===== src/vphy_id_adv_consts.vh =====
// Constants for the emulated PHY identifier and advertisement registers.
// Included by bare name; holds definitions only.
`ifndef VPHY_ID_ADV_CONSTS_VH
`define VPHY_ID_ADV_CONSTS_VH

// Host byte offsets
`define OFS_ID_HIGH 9'h1c8
`define OFS_ID_LOW 9'h1cc
`define OFS_ADV 9'h1d0
// Host window base (index 0) and window tag bits [8:5]
`define HOST_WIN_TAG 4'he
// Register indices, shared by host and serial management
`define IDX_ID_HIGH 5'h02
`define IDX_ID_LOW 5'h03
`define IDX_ADV 5'h04
// Field positions, low identifier
`define OUI_LO_MSB 15
`define OUI_LO_LSB 10
`define MODEL_MSB 9
`define MODEL_LSB 4
`define REV_MSB 3
`define REV_LSB 0
// Reset values
`define RST_ID_HIGH 16'h0000
`define RST_OUI_LO 6'h00
`define RST_MODEL 6'h00
`define RST_REV 4'h0
`define RST_ADV 16'h0000
// Reserved padding read value
`define PAD_ZERO 16'h0000

`endif


===== src/vphy_field_reg.v =====
// Holds one resettable register field with write enable.
// Assumes a single clock, asynchronous active-low reset and a clock enable.
module vphy_field_reg #(
    parameter W = 16,
    parameter [W-1:0] RST = {W{1'b0}}
) (
    // Clock and reset
    input wire clk,
    input wire arst_n,
    input wire ce,
    // Write
    input wire we,
    input wire [W-1:0] d,
    // Value
    output reg [W-1:0] q
);

always @(posedge clk or negedge arst_n) begin
    if (!arst_n) begin
        q <= RST;
    end else if (ce && we) begin
        q <= d;
    end
end

endmodule // vphy_field_reg


===== src/vphy_id_adv_regs.v =====
// Emulated PHY identifier (high, low) and advertisement registers.
// Host reaches them as 32-bit words by byte offset, serial management
// as 16-bit words by index; the loader rewrites the advertisement word.
`include "vphy_id_adv_consts.vh"

// Operation
// - Bits 31:16 of the low identifier word are read-only padding.
// - Over serial management the identifier reads and writes as a 16-bit register.
// - Low identifier bits 15:10 hold the low six OUI bits, read/write, reset zero.
// - Low identifier bits 9:4 hold a six-bit model number, read/write, reset zero.
// - Low identifier bits 3:0 hold a four-bit revision, read/write, reset zero.
// - Any identifier bit may be zero; an all-zero identifier is kept as is.
// - The loader overwrites the whole advertisement word, winning over software.
// - The advertisement register is read/write and drives the offered abilities.
// - The high identifier holds the upper sixteen bits, read/write, reset zero.
module vphy_id_adv_regs #(
    parameter ADV_W = 16
) (
    // Clock, reset, enable
    input wire I_MCLK,
    input wire I_ARST_N,
    input wire I_CE,
    // Host word access
    input wire [8:0] I_HOST_ADDR,
    input wire I_HOST_WR,
    input wire I_HOST_RD,
    input wire [31:0] I_HOST_WDATA,
    output reg [31:0] O_HOST_RDATA,
    output reg O_HOST_RVALID,
    // Serial management access
    input wire [4:0] I_MII_REGIDX,
    input wire I_MII_WR,
    input wire I_MII_RD,
    input wire [15:0] I_MII_WDATA,
    output reg [15:0] O_MII_RDATA,
    output reg O_MII_RVALID,
    // Configuration loader
    input wire I_LOAD_WR,
    input wire [ADV_W-1:0] I_LOAD_DATA,
    // Offered abilities
    output wire [ADV_W-1:0] O_ADV_ABILITY
);

////////////////////////////////////////////////////////////////////////////////
// Decode

// One-hot select: bit0 id high, bit1 id low, bit2 advertisement
function [2:0] idx_sel;
    input [4:0] idx;
    begin
        case (idx)
            `IDX_ID_HIGH: idx_sel = 3'h1;
            `IDX_ID_LOW: idx_sel = 3'h2;
            `IDX_ADV: idx_sel = 3'h4;
            default: idx_sel = 3'h0;
        endcase
    end
endfunction

// Host window: tag bits match and word aligned
wire host_tag_hit;
wire host_aligned;
wire host_in_win;
wire [4:0] host_idx;
wire [2:0] host_sel;
wire [2:0] mii_sel;

assign host_tag_hit = (I_HOST_ADDR[8:5] == `HOST_WIN_TAG);
assign host_aligned = (I_HOST_ADDR[1:0] == 2'h0);
assign host_in_win = host_tag_hit && host_aligned;
assign host_idx = {2'h0, I_HOST_ADDR[4:2]};
assign host_sel = host_in_win ? idx_sel(host_idx) : 3'h0;
assign mii_sel = idx_sel(I_MII_REGIDX);

////////////////////////////////////////////////////////////////////////////////
// Registers

wire [15:0] id_high_q;
wire [15:0] id_low_q;
wire [ADV_W-1:0] adv_q;
reg [2:0] wr_en;
reg [15:0] wr_data;
reg [ADV_W-1:0] adv_data;

////////////////////////////////////////////////////////////////////////////////
// Write strobes

wire host_wr_hit;
wire mii_wr_hit;
wire adv_we;

assign host_wr_hit = I_HOST_WR && (host_sel != 3'h0);
assign mii_wr_hit = I_MII_WR && (mii_sel != 3'h0);

// Host write wins over a simultaneous serial write; only low half kept
always @* begin
    wr_en = 3'h0;
    wr_data = I_MII_WDATA;
    if (host_wr_hit) begin
        wr_en = host_sel;
        wr_data = I_HOST_WDATA[15:0];
    end else if (mii_wr_hit) begin
        wr_en = mii_sel;
    end
end

// Loader overwrite takes priority over any software write
always @* begin
    adv_data = wr_data[ADV_W-1:0];
    if (I_LOAD_WR) begin
        adv_data = I_LOAD_DATA;
    end
end

assign adv_we = wr_en[2] | I_LOAD_WR;

vphy_field_reg #(.W(16), .RST(`RST_ID_HIGH)) u_id_high (
    .clk(I_MCLK),
    .arst_n(I_ARST_N),
    .ce(I_CE),
    .we(wr_en[0]),
    .d(wr_data),
    .q(id_high_q)
);

vphy_field_reg #(.W(16), .RST({`RST_OUI_LO, `RST_MODEL, `RST_REV})) u_id_low (
    .clk(I_MCLK),
    .arst_n(I_ARST_N),
    .ce(I_CE),
    .we(wr_en[1]),
    .d(wr_data),
    .q(id_low_q)
);

vphy_field_reg #(.W(ADV_W), .RST(`RST_ADV)) u_adv (
    .clk(I_MCLK),
    .arst_n(I_ARST_N),
    .ce(I_CE),
    .we(adv_we),
    .d(adv_data),
    .q(adv_q)
);

assign O_ADV_ABILITY = adv_q;

////////////////////////////////////////////////////////////////////////////////
// Read mux

function [15:0] rd_mux;
    input [2:0] sel;
    input [15:0] hi;
    input [15:0] lo;
    input [15:0] adv;
    begin
        case (sel)
            3'h1: rd_mux = hi;
            3'h2: rd_mux = lo;
            3'h4: rd_mux = adv;
            default: rd_mux = 16'h0000;
        endcase
    end
endfunction

// Advertisement word widened to the read path
wire [15:0] adv_ext;

generate
    if (ADV_W < 16) begin : g_adv_pad
        assign adv_ext = {{(16-ADV_W){1'b0}}, adv_q};
    end else begin : g_adv_full
        assign adv_ext = adv_q[15:0];
    end
endgenerate

wire [5:0] oui_low_f;
wire [5:0] model_f;
wire [3:0] rev_f;
wire [15:0] id_low_view;

assign oui_low_f = id_low_q[`OUI_LO_MSB:`OUI_LO_LSB];
assign model_f = id_low_q[`MODEL_MSB:`MODEL_LSB];
assign rev_f = id_low_q[`REV_MSB:`REV_LSB];
assign id_low_view = {oui_low_f, model_f, rev_f};

reg [31:0] host_rdata_nxt;
reg host_rvalid_nxt;
reg [15:0] mii_rdata_nxt;
reg mii_rvalid_nxt;

// Read data holds until the next read of the same port
always @* begin
    host_rvalid_nxt = I_HOST_RD;
    host_rdata_nxt = O_HOST_RDATA;
    if (I_HOST_RD) begin
        host_rdata_nxt = {`PAD_ZERO, rd_mux(host_sel, id_high_q, id_low_view, adv_ext)};
    end
end

always @* begin
    mii_rvalid_nxt = I_MII_RD;
    mii_rdata_nxt = O_MII_RDATA;
    if (I_MII_RD) begin
        mii_rdata_nxt = rd_mux(mii_sel, id_high_q, id_low_view, adv_ext);
    end
end

always @(posedge I_MCLK or negedge I_ARST_N) begin
    if (!I_ARST_N) begin
        O_HOST_RDATA <= 32'h00000000;
        O_HOST_RVALID <= 1'b0;
    end else if (I_CE) begin
        O_HOST_RDATA <= host_rdata_nxt;
        O_HOST_RVALID <= host_rvalid_nxt;
    end
end

always @(posedge I_MCLK or negedge I_ARST_N) begin
    if (!I_ARST_N) begin
        O_MII_RDATA <= 16'h0000;
        O_MII_RVALID <= 1'b0;
    end else if (I_CE) begin
        O_MII_RDATA <= mii_rdata_nxt;
        O_MII_RVALID <= mii_rvalid_nxt;
    end
end

endmodule // vphy_id_adv_regs


===== config.mk =====
export PLATFORM = sky130hd
export DESIGN_NAME = vphy_id_adv_regs
export DESIGN_NICKNAME = d
export VERILOG_FILES = /design/src/vphy_field_reg.v /design/src/vphy_id_adv_regs.v
export VERILOG_INCLUDE_DIRS = /design/src
export SDC_FILE = /design/constraint.sdc
export NUM_CORES = 1
export LEC_CHECK = 0
export BUFFER_PORTS_ARGS = -buffer_cell sky130_fd_sc_hd__buf_2
export CAP_MARGIN = 5
export CORE_AREA = 2 2 100 102
export CTS_BUF_LIST = sky130_fd_sc_hd__clkbuf_8 sky130_fd_sc_hd__clkbuf_16
export CTS_CLUSTER_SIZE = 16
export DETAILED_ROUTE_END_ITERATION = 7
export DIE_AREA = 0 0 102 104
export GPL_TIMING_DRIVEN = 0
export PLACE_DENSITY = 0.84
export SETUP_SLACK_MARGIN = 0.02
export SYNTH_ARGS = -nofsm -noshare
export SYNTH_HDL_FRONTEND = slang
export SYNTH_SLANG_ARGS = --single-unit
export TNS_END_PERCENT = 1

===== constraint.sdc =====
create_clock -name I_MCLK -period 1.25 [get_ports I_MCLK]
set_clock_uncertainty 0.05 [all_clocks]
set_input_delay 0 -clock I_MCLK [delete_from_list [all_inputs] [get_ports I_MCLK]]
set_output_delay 0 -clock I_MCLK [all_outputs]
set_load 0.02 [all_outputs]

==> results of run 1 <==
-- sequential cells by signal, indices dropped and copies added (netlist names) --
signal,flops
O_MII_RVALID,1
O_HOST_RVALID,1
u_id_low.q,16
u_id_high.q,16
O_MII_RDATA,16
u_adv.q,16
O_HOST_RDATA,16
-- through the flow --
stage / instance area [um2] / util / power [mW] / setup TNS (ns)
6_report: 6437 / 0.6741 / 7.188 / -0.7440
5_1_grt: 6437 / 0.6741 / 7.450 / -1.770
4_1_cts: 6260 / 0.6555 / 7.021 / -1.416
3_5_place_dp: 5567 / 0.5829 / 5.130 / -44.74
3_3_place_gp: 5544 / 0.5806 / 5.034 / -73.50
2_1_floorplan: 4787 / - / 4.458 / -11.15
-- worst max-delay path: cells and delay by family --
family | cells | cell delay, ns
mux | 1 | 0.29
compound gates | 2 | 0.54
simple gates | 1 | 0.28
buf+inv | 3 | 0.41
-- final timing paths --
| kind | cells past startpoint | startpoint | to | slack [ns] |
|---|---|---|---|---|
| setup / recovery | 7 | I_HOST_ADDR[3] | u_adv.q[8] | -0.07 |
| hold / removal | 4 | I_LOAD_DATA[11] | u_adv.q[11] | 0.02 |
| setup reg to reg | 3 | u_id_high.q[15] | O_MII_RDATA[15] | -0.02 |
| hold reg to reg | 2 | O_HOST_RDATA[3] | O_HOST_RDATA[3] | 0.44 |
| max in group asynchronous | 3 | I_ARST_N | O_MII_RDATA[6] | 0.45 |
| min in group asynchronous | 2 | I_ARST_N | O_HOST_RDATA[15] | 0.09 |
-- cells by family (layout without fill, tap and decap cells) --
| logic type | Yosys count | count (layout) | share of synthesized area |
|---|---|---|---|
| compound gates | 119 | 119 | 0.2061 |
| buf+inv | 53 | 236 | 0.06187 |
| flops | 82 | 82 | 0.4355 |
| mux | 81 | 81 | 0.1888 |
| other cells | 1 | 16 | 0.0007958 |
| simple gates | 88 | 88 | 0.1070 |
-- routing by layer --
layer	routed length [um]	vias up	track usage
met3	1484	53	0.05309
met5	0	-	0
met4	556	0	0.1190
li1	-	1952	-
met2	7302	312	0.4398
met1	5653	2122	0.3509
-- cell usage after synthesis (all sizes together) --
| cell | instances |
|---|---|
| a21oi | 16 |
| a22oi | 32 |
| a2bb2oi | 15 |
| a31o | 2 |
| a32o | 1 |
| a41o | 1 |
| and2 | 5 |
| and4b | 1 |
| buf | 23 |
| clkbuf | 27 |
| conb | 1 |
| dfrtp | 82 |
| inv | 3 |
| mux2 | 33 |
| mux2i | 48 |
| nand2 | 18 |
| nand2b | 32 |
| nand3 | 2 |
| nand3b | 1 |
| nand4b | 1 |
| nor2 | 18 |
| nor2b | 2 |
| nor3b | 1 |
| nor4 | 3 |
| nor4b | 1 |
| o2111a | 1 |
| o2111ai | 1 |
| o21ai | 17 |
| o221a | 32 |
| o32a | 1 |
| or2 | 1 |
| or2b | 1 |
| or4 | 1 |
-- where the power goes --
group	switching [mW]	internal (mW)	leakage (nW)
combinational	0.929	0.988	1.83
clock	1.08	0.755	0.0948
sequential	0.408	3.03	1.03
total	2.41	4.77	2.96
-- layout make-up --
class,instances,area share
plain buffers,50,0.05675
multi-input cells,304,0.3938
flip-flops and latches,82,0.3188
clock inverters,7,0.009524
clock buffers,9,0.01924
well taps,133,0.02585
repair buffers,167,0.1743
inverters,3,0.001749
-- repair_timing --
action                                  CTS  global route
buffers inserted                          7             4
resized for setup                        31            40
hold buffers                             36             0
endpoints found under the setup margin   69            61
pin swaps                                 3             4
cloned                                    0             1
hold endpoints to repair                117             0
==> run summary, run 1 <==
clock sinks -> 82
failing checks -> negative setup slack
Core ar. -> 9549 um2
grt ovf -> 0
final WL -> 15.00 mm
CP max stage cell -> a32o_2
period utilization -> 1.054
Slew headroom -> 0.6396
Post-Syn Instances -> 424
kind of end point of the critical path -> flop
most frequent cells in the layout -> buf_2, dfrtp_1, mux2i_1, dlygate4sd3_1, nand2b_1
Distinct cells, synth -> 41
largest net degree at the start of global routing -> 43
critical-path cell list -> buf_8 > nor3b_4 > o2111ai_4 > a32o_2 > buf_8 > clkbuf_16 > mux2_4
most common cell after layout, fill and taps aside -> buf_2
Synth area leader -> dfrtp_1
CP peak stage delay -> 0.34 ns
post-route insts no fill -> 755
Final setup viols -> 25
WS Path Type -> input pin to flop
DR vias/cell -> 5.879
DR vias -> 4439
synthesized cell area -> 4712 um2
Area growth syn-to-layout -> 36.62%
drt first-iter violations -> 466
CTS root buffer -> clkbuf_8
first-pass iteration count of the detailed router -> 5
vias in the first global route -> 4401
Hold Crit Class -> input pin to flop
Critical Path RT -> 1.46 ns
register area share after synthesis -> 0.4355
Diodes inserted -> 0
Critical Path Most Common Cell -> buf_8
worst slew pin tran -> 0.5406 ns
CTS tree -> yes
I/O pins -> 152
dpl ws -> -0.8246 ns
Clock Pin Slew Worst Setup and Hold Paths -> 0.10 ns
Final Critical Period -> 1.318 ns
GR Util All Layers -> 0.2717
Chip Height -> 104 um
gpl congestion -> 0.9240
synth top area cells -> dfrtp_1, mux2i_1, a22oi_1, o221a_1, nand2b_1
Pwr Density -> 1117 nW/um2
mean post-synth cell area -> 11.11 um2
area of the multi-input gates -> 2535 um2
Initial Util -> 0.4934
final hold viol count -> 0
post-DP HPWL -> 10.20 mm
initial antenna violation count -> 0
fmax -> 0.7590 GHz
Hold WS -> 0.02434 ns
max-slew violations -> 0
Cells after DPL -> 691
yosys warns -> 0
first-pass GRT wire length -> 22.47 mm
Fillers -> 713
Critical Path Source Type -> input pin
crit-path max FO -> 5
Max-Cap Viols -> 0
status -> finished with violations
Leak -> 2.957 nW
RSZ-0062 raised after global routing -> yes
Yosys top cell area share -> 0.4355
routed length per instance -> 19.86 um
antenna viol nets, final -> 0
ratio of cells with drive above 1 in the final layout -> 0.4035
Clock Path Buffers -> 2
Synth Register Bits -> 82
Residual DRC -> 0
worst skew pair latency -> 0.37 ns
row count -> 36
total CTS buffers -> 9
die area -> 10610 um2
Die W -> 102 um
final setup margin -> -0.06752 ns
# port buffers -> 118
arrival time at the worst endpoint -> 1.53 ns
worst vdd ir -> 0.5655 mV
FF/Latch Area -> 2052 um2
CTS H-tree depth -> 3
Final nets -> 703
(Power assumes the default switching activity.)
==> inputs of run 2 (changes only) <==
--- a/config.mk
+++ b/config.mk
@@ -8,15 +8,16 @@
 export LEC_CHECK = 0
 export BUFFER_PORTS_ARGS = -buffer_cell sky130_fd_sc_hd__buf_2
 export CAP_MARGIN = 5
-export CORE_AREA = 2 2 100 102
+export CORE_AREA = 2 2 97 99
 export CTS_BUF_LIST = sky130_fd_sc_hd__clkbuf_8 sky130_fd_sc_hd__clkbuf_16
 export CTS_CLUSTER_SIZE = 16
 export DETAILED_ROUTE_END_ITERATION = 7
-export DIE_AREA = 0 0 102 104
-export GPL_TIMING_DRIVEN = 0
-export PLACE_DENSITY = 0.84
+export DIE_AREA = 0 0 99 101
+export PLACE_DENSITY = 0.86
+export RECOVER_POWER = 25
 export SETUP_SLACK_MARGIN = 0.02
 export SYNTH_ARGS = -nofsm -noshare
 export SYNTH_HDL_FRONTEND = slang
+export SYNTH_HIERARCHICAL = 1
 export SYNTH_SLANG_ARGS = --single-unit
 export TNS_END_PERCENT = 1
==> run 2 against run 1 <==
Compared with the run above: the flow still finishes with violations (negative setup slack); die area fell by 5.7%; power decreased by 2.1%; clock power is 16% higher; global-route usage shrank 0.36 points; final cell count decreased by 14%; sequential share of layout area increased by 2.3 points; hold slack improved by 0.020 ns; wire length down 7.7%; worst setup slack worse by 0.13 ns; critical path type unchanged.
==> run summary, run 2 <==
met1 Use GR -> 0.3230 (-0.02788)
status -> finished with violations
worst slew pin tran -> 0.7405 ns (+0.1999 ns)
critical path's top delay family -> simple AND/OR/NAND/NOR gates
number of setup buffers added after CTS -> 0 (-7)
kind of end point of the critical path -> flop
arrival time at the worst endpoint -> 1.64 ns (+0.11 ns)
Final nets -> 621 (-12%)
synthesized cell area -> 4489 um2 (-4.7%)
Final Instance Area -> 6005 um2 (-6.7%)
mean post-synth cell area -> 12.33 um2 (+11%)
critical-path cell list -> buf_2 > and4b_2 > buf_4 > and4b_1 > a21oi_1 > nand2_1 > nand2_4 > buf_4 > mux2_2
Cells after DPL -> 615 (-11%)
most common cell in the netlist -> dfrtp_1
synth top area cells -> dfrtp_1, mux2_2, mux2_4, a22oi_1, buf_4
Clock Path Buffers -> 2 (unchanged)
post-DP HPWL -> 8.503 mm (-17%)
# port buffers -> 119 (+0.85%)
WS Path Type -> input pin to flop
largest net degree at the start of global routing -> 83 (+93%)
GR Layer Usage met3 -> 0.05409 (+0.001000)
Critical Path Source Type -> input pin
first-pass iteration count of the detailed router -> 5 (unchanged)
die area -> 9999 um2 (-5.7%)
routed length per instance -> 21.29 um (+7.2%)
final WL -> 13.84 mm (-7.7%)
Critical Path RT -> 1.44 ns (-0.02 ns)
setup TNS -> -6.310 ns (-5.566 ns)
yosys warns -> 6 (+6)
first-pass GRT wire length -> 20.78 mm (-7.5%)
gpl congestion -> 0.8323 (-9.9%)
final hold viol count -> 0 (unchanged)
most frequent cells in the layout -> buf_2, dfrtp_1, mux2_4, mux2_2, buf_4
dpl ws -> -0.7064 ns (+0.1183 ns)
worst vdd ir -> 1.088 mV (+92%)
top post-synthesis cells by count -> dfrtp_1, mux2_2, mux2_4
max-slew violations -> 0 (unchanged)
Leak -> 3.042 nW (+2.9%)
period utilization -> 1.159 (+0.1047)
Max-Cap Viols -> 0 (unchanged)
Yosys top cell area share -> 0.4571 (+0.02160)
ratio of cells with drive above 1 in the final layout -> 0.5632 (+0.1597)
Residual DRC -> 0 (unchanged)
FFs w/ async S/R, synth -> 1.000 (unchanged)
cell area after placement -> 5492 um2 (-1.3%)
Post-Syn Instances -> 364 (-14%)
RSZ-0062 raised after global routing -> yes
antenna viol nets, final -> 0 (unchanged)
Comb pwr share -> 0.238 (-0.029)
busiest grt layer -> met2
CP bufs+invs -> 3 (unchanged)
global routing usage on met2 -> 0.4532 (+0.01337)
Synth area leader -> dfrtp_1
CP peak stage delay -> 0.33 ns (about the same)
CTS H-tree depth -> 3 (unchanged)
Internal -> 4.934 mW (+3.3%)
Clk pwr share -> 0.301 (+0.046)
Synth Register Bits -> 82 (unchanged)
Hold Crit Class -> input pin to flop
vias in the first global route -> 3996 (-9.2%)
Chip Height -> 101 um (-2.9%)
Area growth syn-to-layout -> 33.75%
Final setup viols -> 48 (+92%)
Final Critical Period -> 1.448 ns (+0.1309 ns)
total CTS buffers -> 9 (unchanged)
fmax -> 0.6904 GHz (-9.0%)
part of the power in registers -> 0.461 (-0.018)
switching share of total power -> 0.2988 (-0.03686)
CTS root buffer -> clkbuf_8
drt first-iter violations -> 372 (-20%)
worst skew pair latency -> 0.37 ns (about the same)
ys flop type -> dfrtp_1
I/O pins -> 152 (unchanged)
CTS tree -> yes
grt ovf -> 0 (unchanged)
Distinct cells, synth -> 30 (-27%)
clock sinks -> 82 (unchanged)
row count -> 35 (-2.8%)
Sw Pwr -> 2.103 mW (-13%)
Slew headroom -> 0.5063 (-0.1333)
final setup margin -> -0.1985 ns (-0.1309 ns)
GR Util All Layers -> 0.2681 (-0.003559)
Die W -> 99 um (-2.9%)
crit-path max FO -> 4 (-1)
Core ar. -> 8977 um2 (-6.0%)
register area share after synthesis -> 0.4571 (+0.02160)
EDFF count, synth -> 0 (unchanged)
initial antenna violation count -> 0 (unchanged)
Pwr Density -> 1172 nW/um2 (+5.0%)
DR vias/cell -> 5.880 (about the same)
Clock Pin Slew Worst Setup and Hold Paths -> 0.10 ns (about the same)
most common cell after layout, fill and taps aside -> buf_2
Initial Util -> 0.5001 (+0.006621)
DR vias -> 3822 (-14%)
CP max stage cell -> mux2_2
failing checks -> negative setup slack
Critical Path Most Common Cell -> buf_4
PnR Total Power -> 7.037 mW (-2.1%)
post-route insts no fill -> 650 (-14%)
[run 2: final timing paths]
| check | from | endpoint | slack [ns] | cells past startpoint |
|---|---|---|---|---|
| worst max register to register | u_id_high/q[10] | O_HOST_RDATA[10] | 0.09 | 3 |
| min in group asynchronous | I_ARST_N | O_MII_RDATA[6] | 0.29 | 3 |
| max in group asynchronous | I_ARST_N | u_id_high/q[6] | 0.37 | 3 |
| worst min-delay path | I_HOST_WDATA[12] | u_id_low/q[12] | 0.04 | 4 |
| worst max-delay path | I_HOST_ADDR[7] | u_adv/q[2] | -0.20 | 9 |
| worst min register to register | O_HOST_RDATA[3] | O_HOST_RDATA[3] | 0.44 | 2 |
[run 2: power by group through the flow]
| stage | clock network, mW | logic (mW) | registers (mW) |
|---|---|---|---|
| 2_1_floorplan | 0 | 0.794 | 3.39 |
| 3_3_place_gp | 0 | 1.46 | 3.24 |
| 3_5_place_dp | 0 | 1.52 | 3.27 |
| 4_1_cts | 2.07 | 1.61 | 3.22 |
| 5_1_grt | 2.20 | 1.76 | 3.28 |
| 6_report | 2.12 | 1.67 | 3.24 |
[run 2: cells by family (layout without fill, tap and decap cells)]
| logic type | Yosys count | count (layout) | synth area share |
|---|---|---|---|
| buffers and inverters | 42 | 201 | 0.05908 |
| other | 1 | 17 | 0.0008353 |
| multiplexers | 111 | 111 | 0.3169 |
| AO/OA/AOI/OAI | 71 | 71 | 0.1012 |
| AND/OR/NAND/NOR | 57 | 57 | 0.06494 |
| flip-flops | 82 | 82 | 0.4571 |
[run 2: layer usage]
layer  wire length (um)  vias to the layer above
met5                  0                        -
met3                971                       62
met4                674                        0
met2               6931                      228
li1                   -                     1635
met1               5262                     1897
[run 2: tightest hold or removal path, delay by kind of cell]
kind / cells / cell delay [ns]
mux: 2 / 0.26
buf+inv: 2 / 0.18
[run 2: cell type report]
type,instances,area (um2)
multi-input cells,255,2323
flip-flops and latches,82,2052
clock inverters,5,81.33
diodes,1,2.502
repair buffers,186,1279
well taps,111,138.9
inverters,1,3.754
fillers,587,2973
clock buffers,9,123.9
[run 2: per-stage QoR]
stage                       util  hold slack, ns
after floorplan                -         -0.3456
after global placement    0.6117        0.004324
after detailed placement  0.6117         0.01341
after CTS                 0.6638         0.04800
after global routing      0.6686         0.05323
final                     0.6689         0.04477
[run 2: what timing repair did]
action	4_1_cts	5_1_grt
gates cloned	0	1
endpoints found under the hold margin	100	0
pin swaps	0	2
hold buffers	19	0
gates resized for setup	19	7
setup endpoints to repair	48	52
==> inputs of run 3 (changes only) <==
--- a/config.mk
+++ b/config.mk
@@ -16,6 +16,7 @@
 export PLACE_DENSITY = 0.86
 export RECOVER_POWER = 25
 export SETUP_SLACK_MARGIN = 0.02
+export SKIP_LAST_GASP = 1
 export SYNTH_ARGS = -nofsm -noshare
 export SYNTH_HDL_FRONTEND = slang
 export SYNTH_HIERARCHICAL = 1
==> run 3 against run 2 <==
Compared with the run above: the flow still finishes with violations (negative setup slack); sequential share of layout area up 0.63 points; non-clock buffer count down 1; sequential power about the same; clock-buffer cell count unchanged; fmax down 2.1%; clock power about the same; wire length down 6.4%; register-to-register slack worse by 0.05 ns; global-route usage down 0.63 points; critical path type unchanged; highest routed layer unchanged.
==> run summary, run 3 (synthesized netlist as in run 2, its figures left out) <==
grt ovf -> 0 (unchanged)
Clock Pin Slew Worst Setup and Hold Paths -> 0.09 ns (about the same)
GR Util All Layers -> 0.2618 (-0.006338)
CP max stage cell -> and4b_2
Crit. Startpoint -> I_HOST_ADDR[5]
status -> finished with violations
max-slew violations -> 0 (unchanged)
Cells after DPL -> 615 (unchanged)
CTS root buffer -> clkbuf_8
number of setup buffers added after CTS -> 0 (unchanged)
setup slack, reg-to-reg -> 0.04 ns (-0.05 ns)
PnR Total Power -> 6.910 mW (-1.8%)
DR vias/cell -> 5.769 (-1.9%)
Chip Height -> 101 um (unchanged)
DR vias -> 3744 (-2.0%)
most frequent cells in the layout -> buf_2, dfrtp_1, mux2_2, mux2_4, buf_4
first-pass iteration count of the detailed router -> 5 (unchanged)
Final nets -> 620 (-0.16%)
worst setup path endpoint -> u_adv/q[2]
Slew headroom -> 0.5047 (-0.001601)
WS Path Type -> input pin to flop
crit-path max FO -> 20 (+16)
CTS tree -> yes
largest net degree at the start of global routing -> 83 (unchanged)
total CTS buffers -> 9 (unchanged)
worst r2r dst -> O_HOST_RDATA[9]
Final setup viols -> 48 (unchanged)
failing checks -> negative setup slack
Final Instance Area -> 5896 um2 (-1.8%)
CP peak stage delay -> 0.32 ns (about the same)
Residual DRC -> 0 (unchanged)
RSZ-0062 raised after global routing -> yes
r2r startpoint -> u_id_high/q[9]
cell area after placement -> 5492 um2 (unchanged)
antenna viol nets, final -> 0 (unchanged)
final hold viol count -> 0 (unchanged)
Critical Path RT -> 1.43 ns (about the same)
fmax -> 0.6762 GHz (-2.1%)
routed length per instance -> 19.95 um (-6.3%)
Area growth syn-to-layout -> 31.33%
arrival time at the worst endpoint -> 1.66 ns (+0.02 ns)
vias in the first global route -> 3878 (-3.0%)
Final Critical Period -> 1.479 ns (+0.03046 ns)
# port buffers -> 119 (unchanged)
drt first-iter violations -> 289 (-22%)
kind of end point of the critical path -> flop
Pwr Density -> 1172 nW/um2 (about the same)
Core ar. -> 8977 um2 (unchanged)
Hold Crit Class -> input pin to flop
period utilization -> 1.183 (+0.02437)
Worst Hold Depth -> 4 (unchanged)
ratio of cells with drive above 1 in the final layout -> 0.5587 (-0.004538)
I/O pins -> 152 (unchanged)
critical-path cell list -> buf_2 > and4b_2 > o2111ai_4 > buf_12 > mux2_4 > mux2_2 > mux2_2
gpl congestion -> 0.8323 (unchanged)
worst vdd ir -> 0.6552 mV (-40%)
post-DP HPWL -> 8.503 mm (unchanged)
first-pass GRT wire length -> 20.27 mm (-2.4%)
Clock Path Buffers -> 2 (unchanged)
Initial Util -> 0.5001 (unchanged)
worst skew pair latency -> 0.36 ns (about the same)
fin util -> 0.6567 (-0.01212)
clock sinks -> 82 (unchanged)
Critical Path Source Type -> input pin
final setup margin -> -0.2289 ns (-0.03046 ns)
row count -> 35 (unchanged)
most common cell after layout, fill and taps aside -> buf_2
Max-Cap Viols -> 0 (unchanged)
Die W -> 99 um (unchanged)
post-route insts no fill -> 649 (-0.15%)
Leak -> 2.964 nW (-2.6%)
final WL -> 12.95 mm (-6.4%)
die area -> 9999 um2 (unchanged)
worst slew pin tran -> 0.7429 ns (+0.002402 ns)
Critical Path Most Common Cell -> mux2_2
initial antenna violation count -> 0 (unchanged)
worst r2r path cells -> 3 (unchanged)
CTS H-tree depth -> 3 (unchanged)
==> run 3: cell count changes in the layout (fill, tap and decap cells not counted), sizes merged <==
cell / previous run / this run
buf: 164 / 165
clkbuf: 12 / 10
==> run 3: timing repair <==
action | 4_1_cts | 5_1_grt
hold endpoints to repair | 100 | 0
hold buffers | 19 | 0
gates resized for setup | 4 | 0
setup endpoints to repair | 48 | 50
==> run 3: worst min path at each step <==
stage	start	to	slack, ns
finish	I_HOST_WDATA[4]	u_id_high/q[4]	0.05
global route	I_HOST_WDATA[12]	u_id_low/q[12]	0.06
CTS	I_HOST_RD	O_HOST_RDATA[12]	0.05
detailed placement	I_ARST_N	O_MII_RDATA[2]	0.01
global placement	I_ARST_N	u_adv/q[1]	0.004
floorplan	I_ARST_N	O_HOST_RDATA[0]	-0.35
==> run 3: through the flow <==
stage	setup TNS, ns	hold slack [ns]	worst slack (ns)
after floorplan	-16.74	-0.3456	-0.4266
after global placement	-29.09	0.004324	-0.6219
after detailed placement	-33.62	0.01341	-0.7064
after CTS	-6.947	0.04800	-0.1866
after global routing	-9.280	0.05884	-0.2329
final	-7.418	0.05226	-0.2289
==> run 3: power breakdown <==
group	internal, mW	leakage [nW]	switching [mW]
registers	2.95	1.05	0.275
clock network	1.10	0.101	0.985
logic	0.828	1.81	0.762
total	4.89	2.96	2.02
==> run 3: cell type report <==
| cell class | count | area (um2) |
|---|---|---|
| fillers | 610 | 3082 |
| multi-input cells | 255 | 2261 |
| flip-flops and latches | 82 | 2052 |
| repair buffers | 185 | 1232 |
| well taps | 111 | 138.9 |
| clock buffers | 9 | 123.9 |
| clock inverters | 5 | 81.33 |
| inverters | 1 | 3.754 |
| diodes | 1 | 2.502 |
==> run 3: metal layers <==
metal  wire, um  global-route usage  up-vias
met5          0                   0        -
met4        497              0.1233        0
met1       4972              0.3215     1859
met2       6525              0.4397      207
li1           -                   -     1627
met3        953             0.05895       51
==> run 3: critical path, delay by kind of cell <==
family | cells | cell delay [ns]
AO/OA/AOI/OAI | 1 | 0.15
buffers and inverters | 2 | 0.30
multiplexers | 3 | 0.87
AND/OR/NAND/NOR | 1 | 0.32
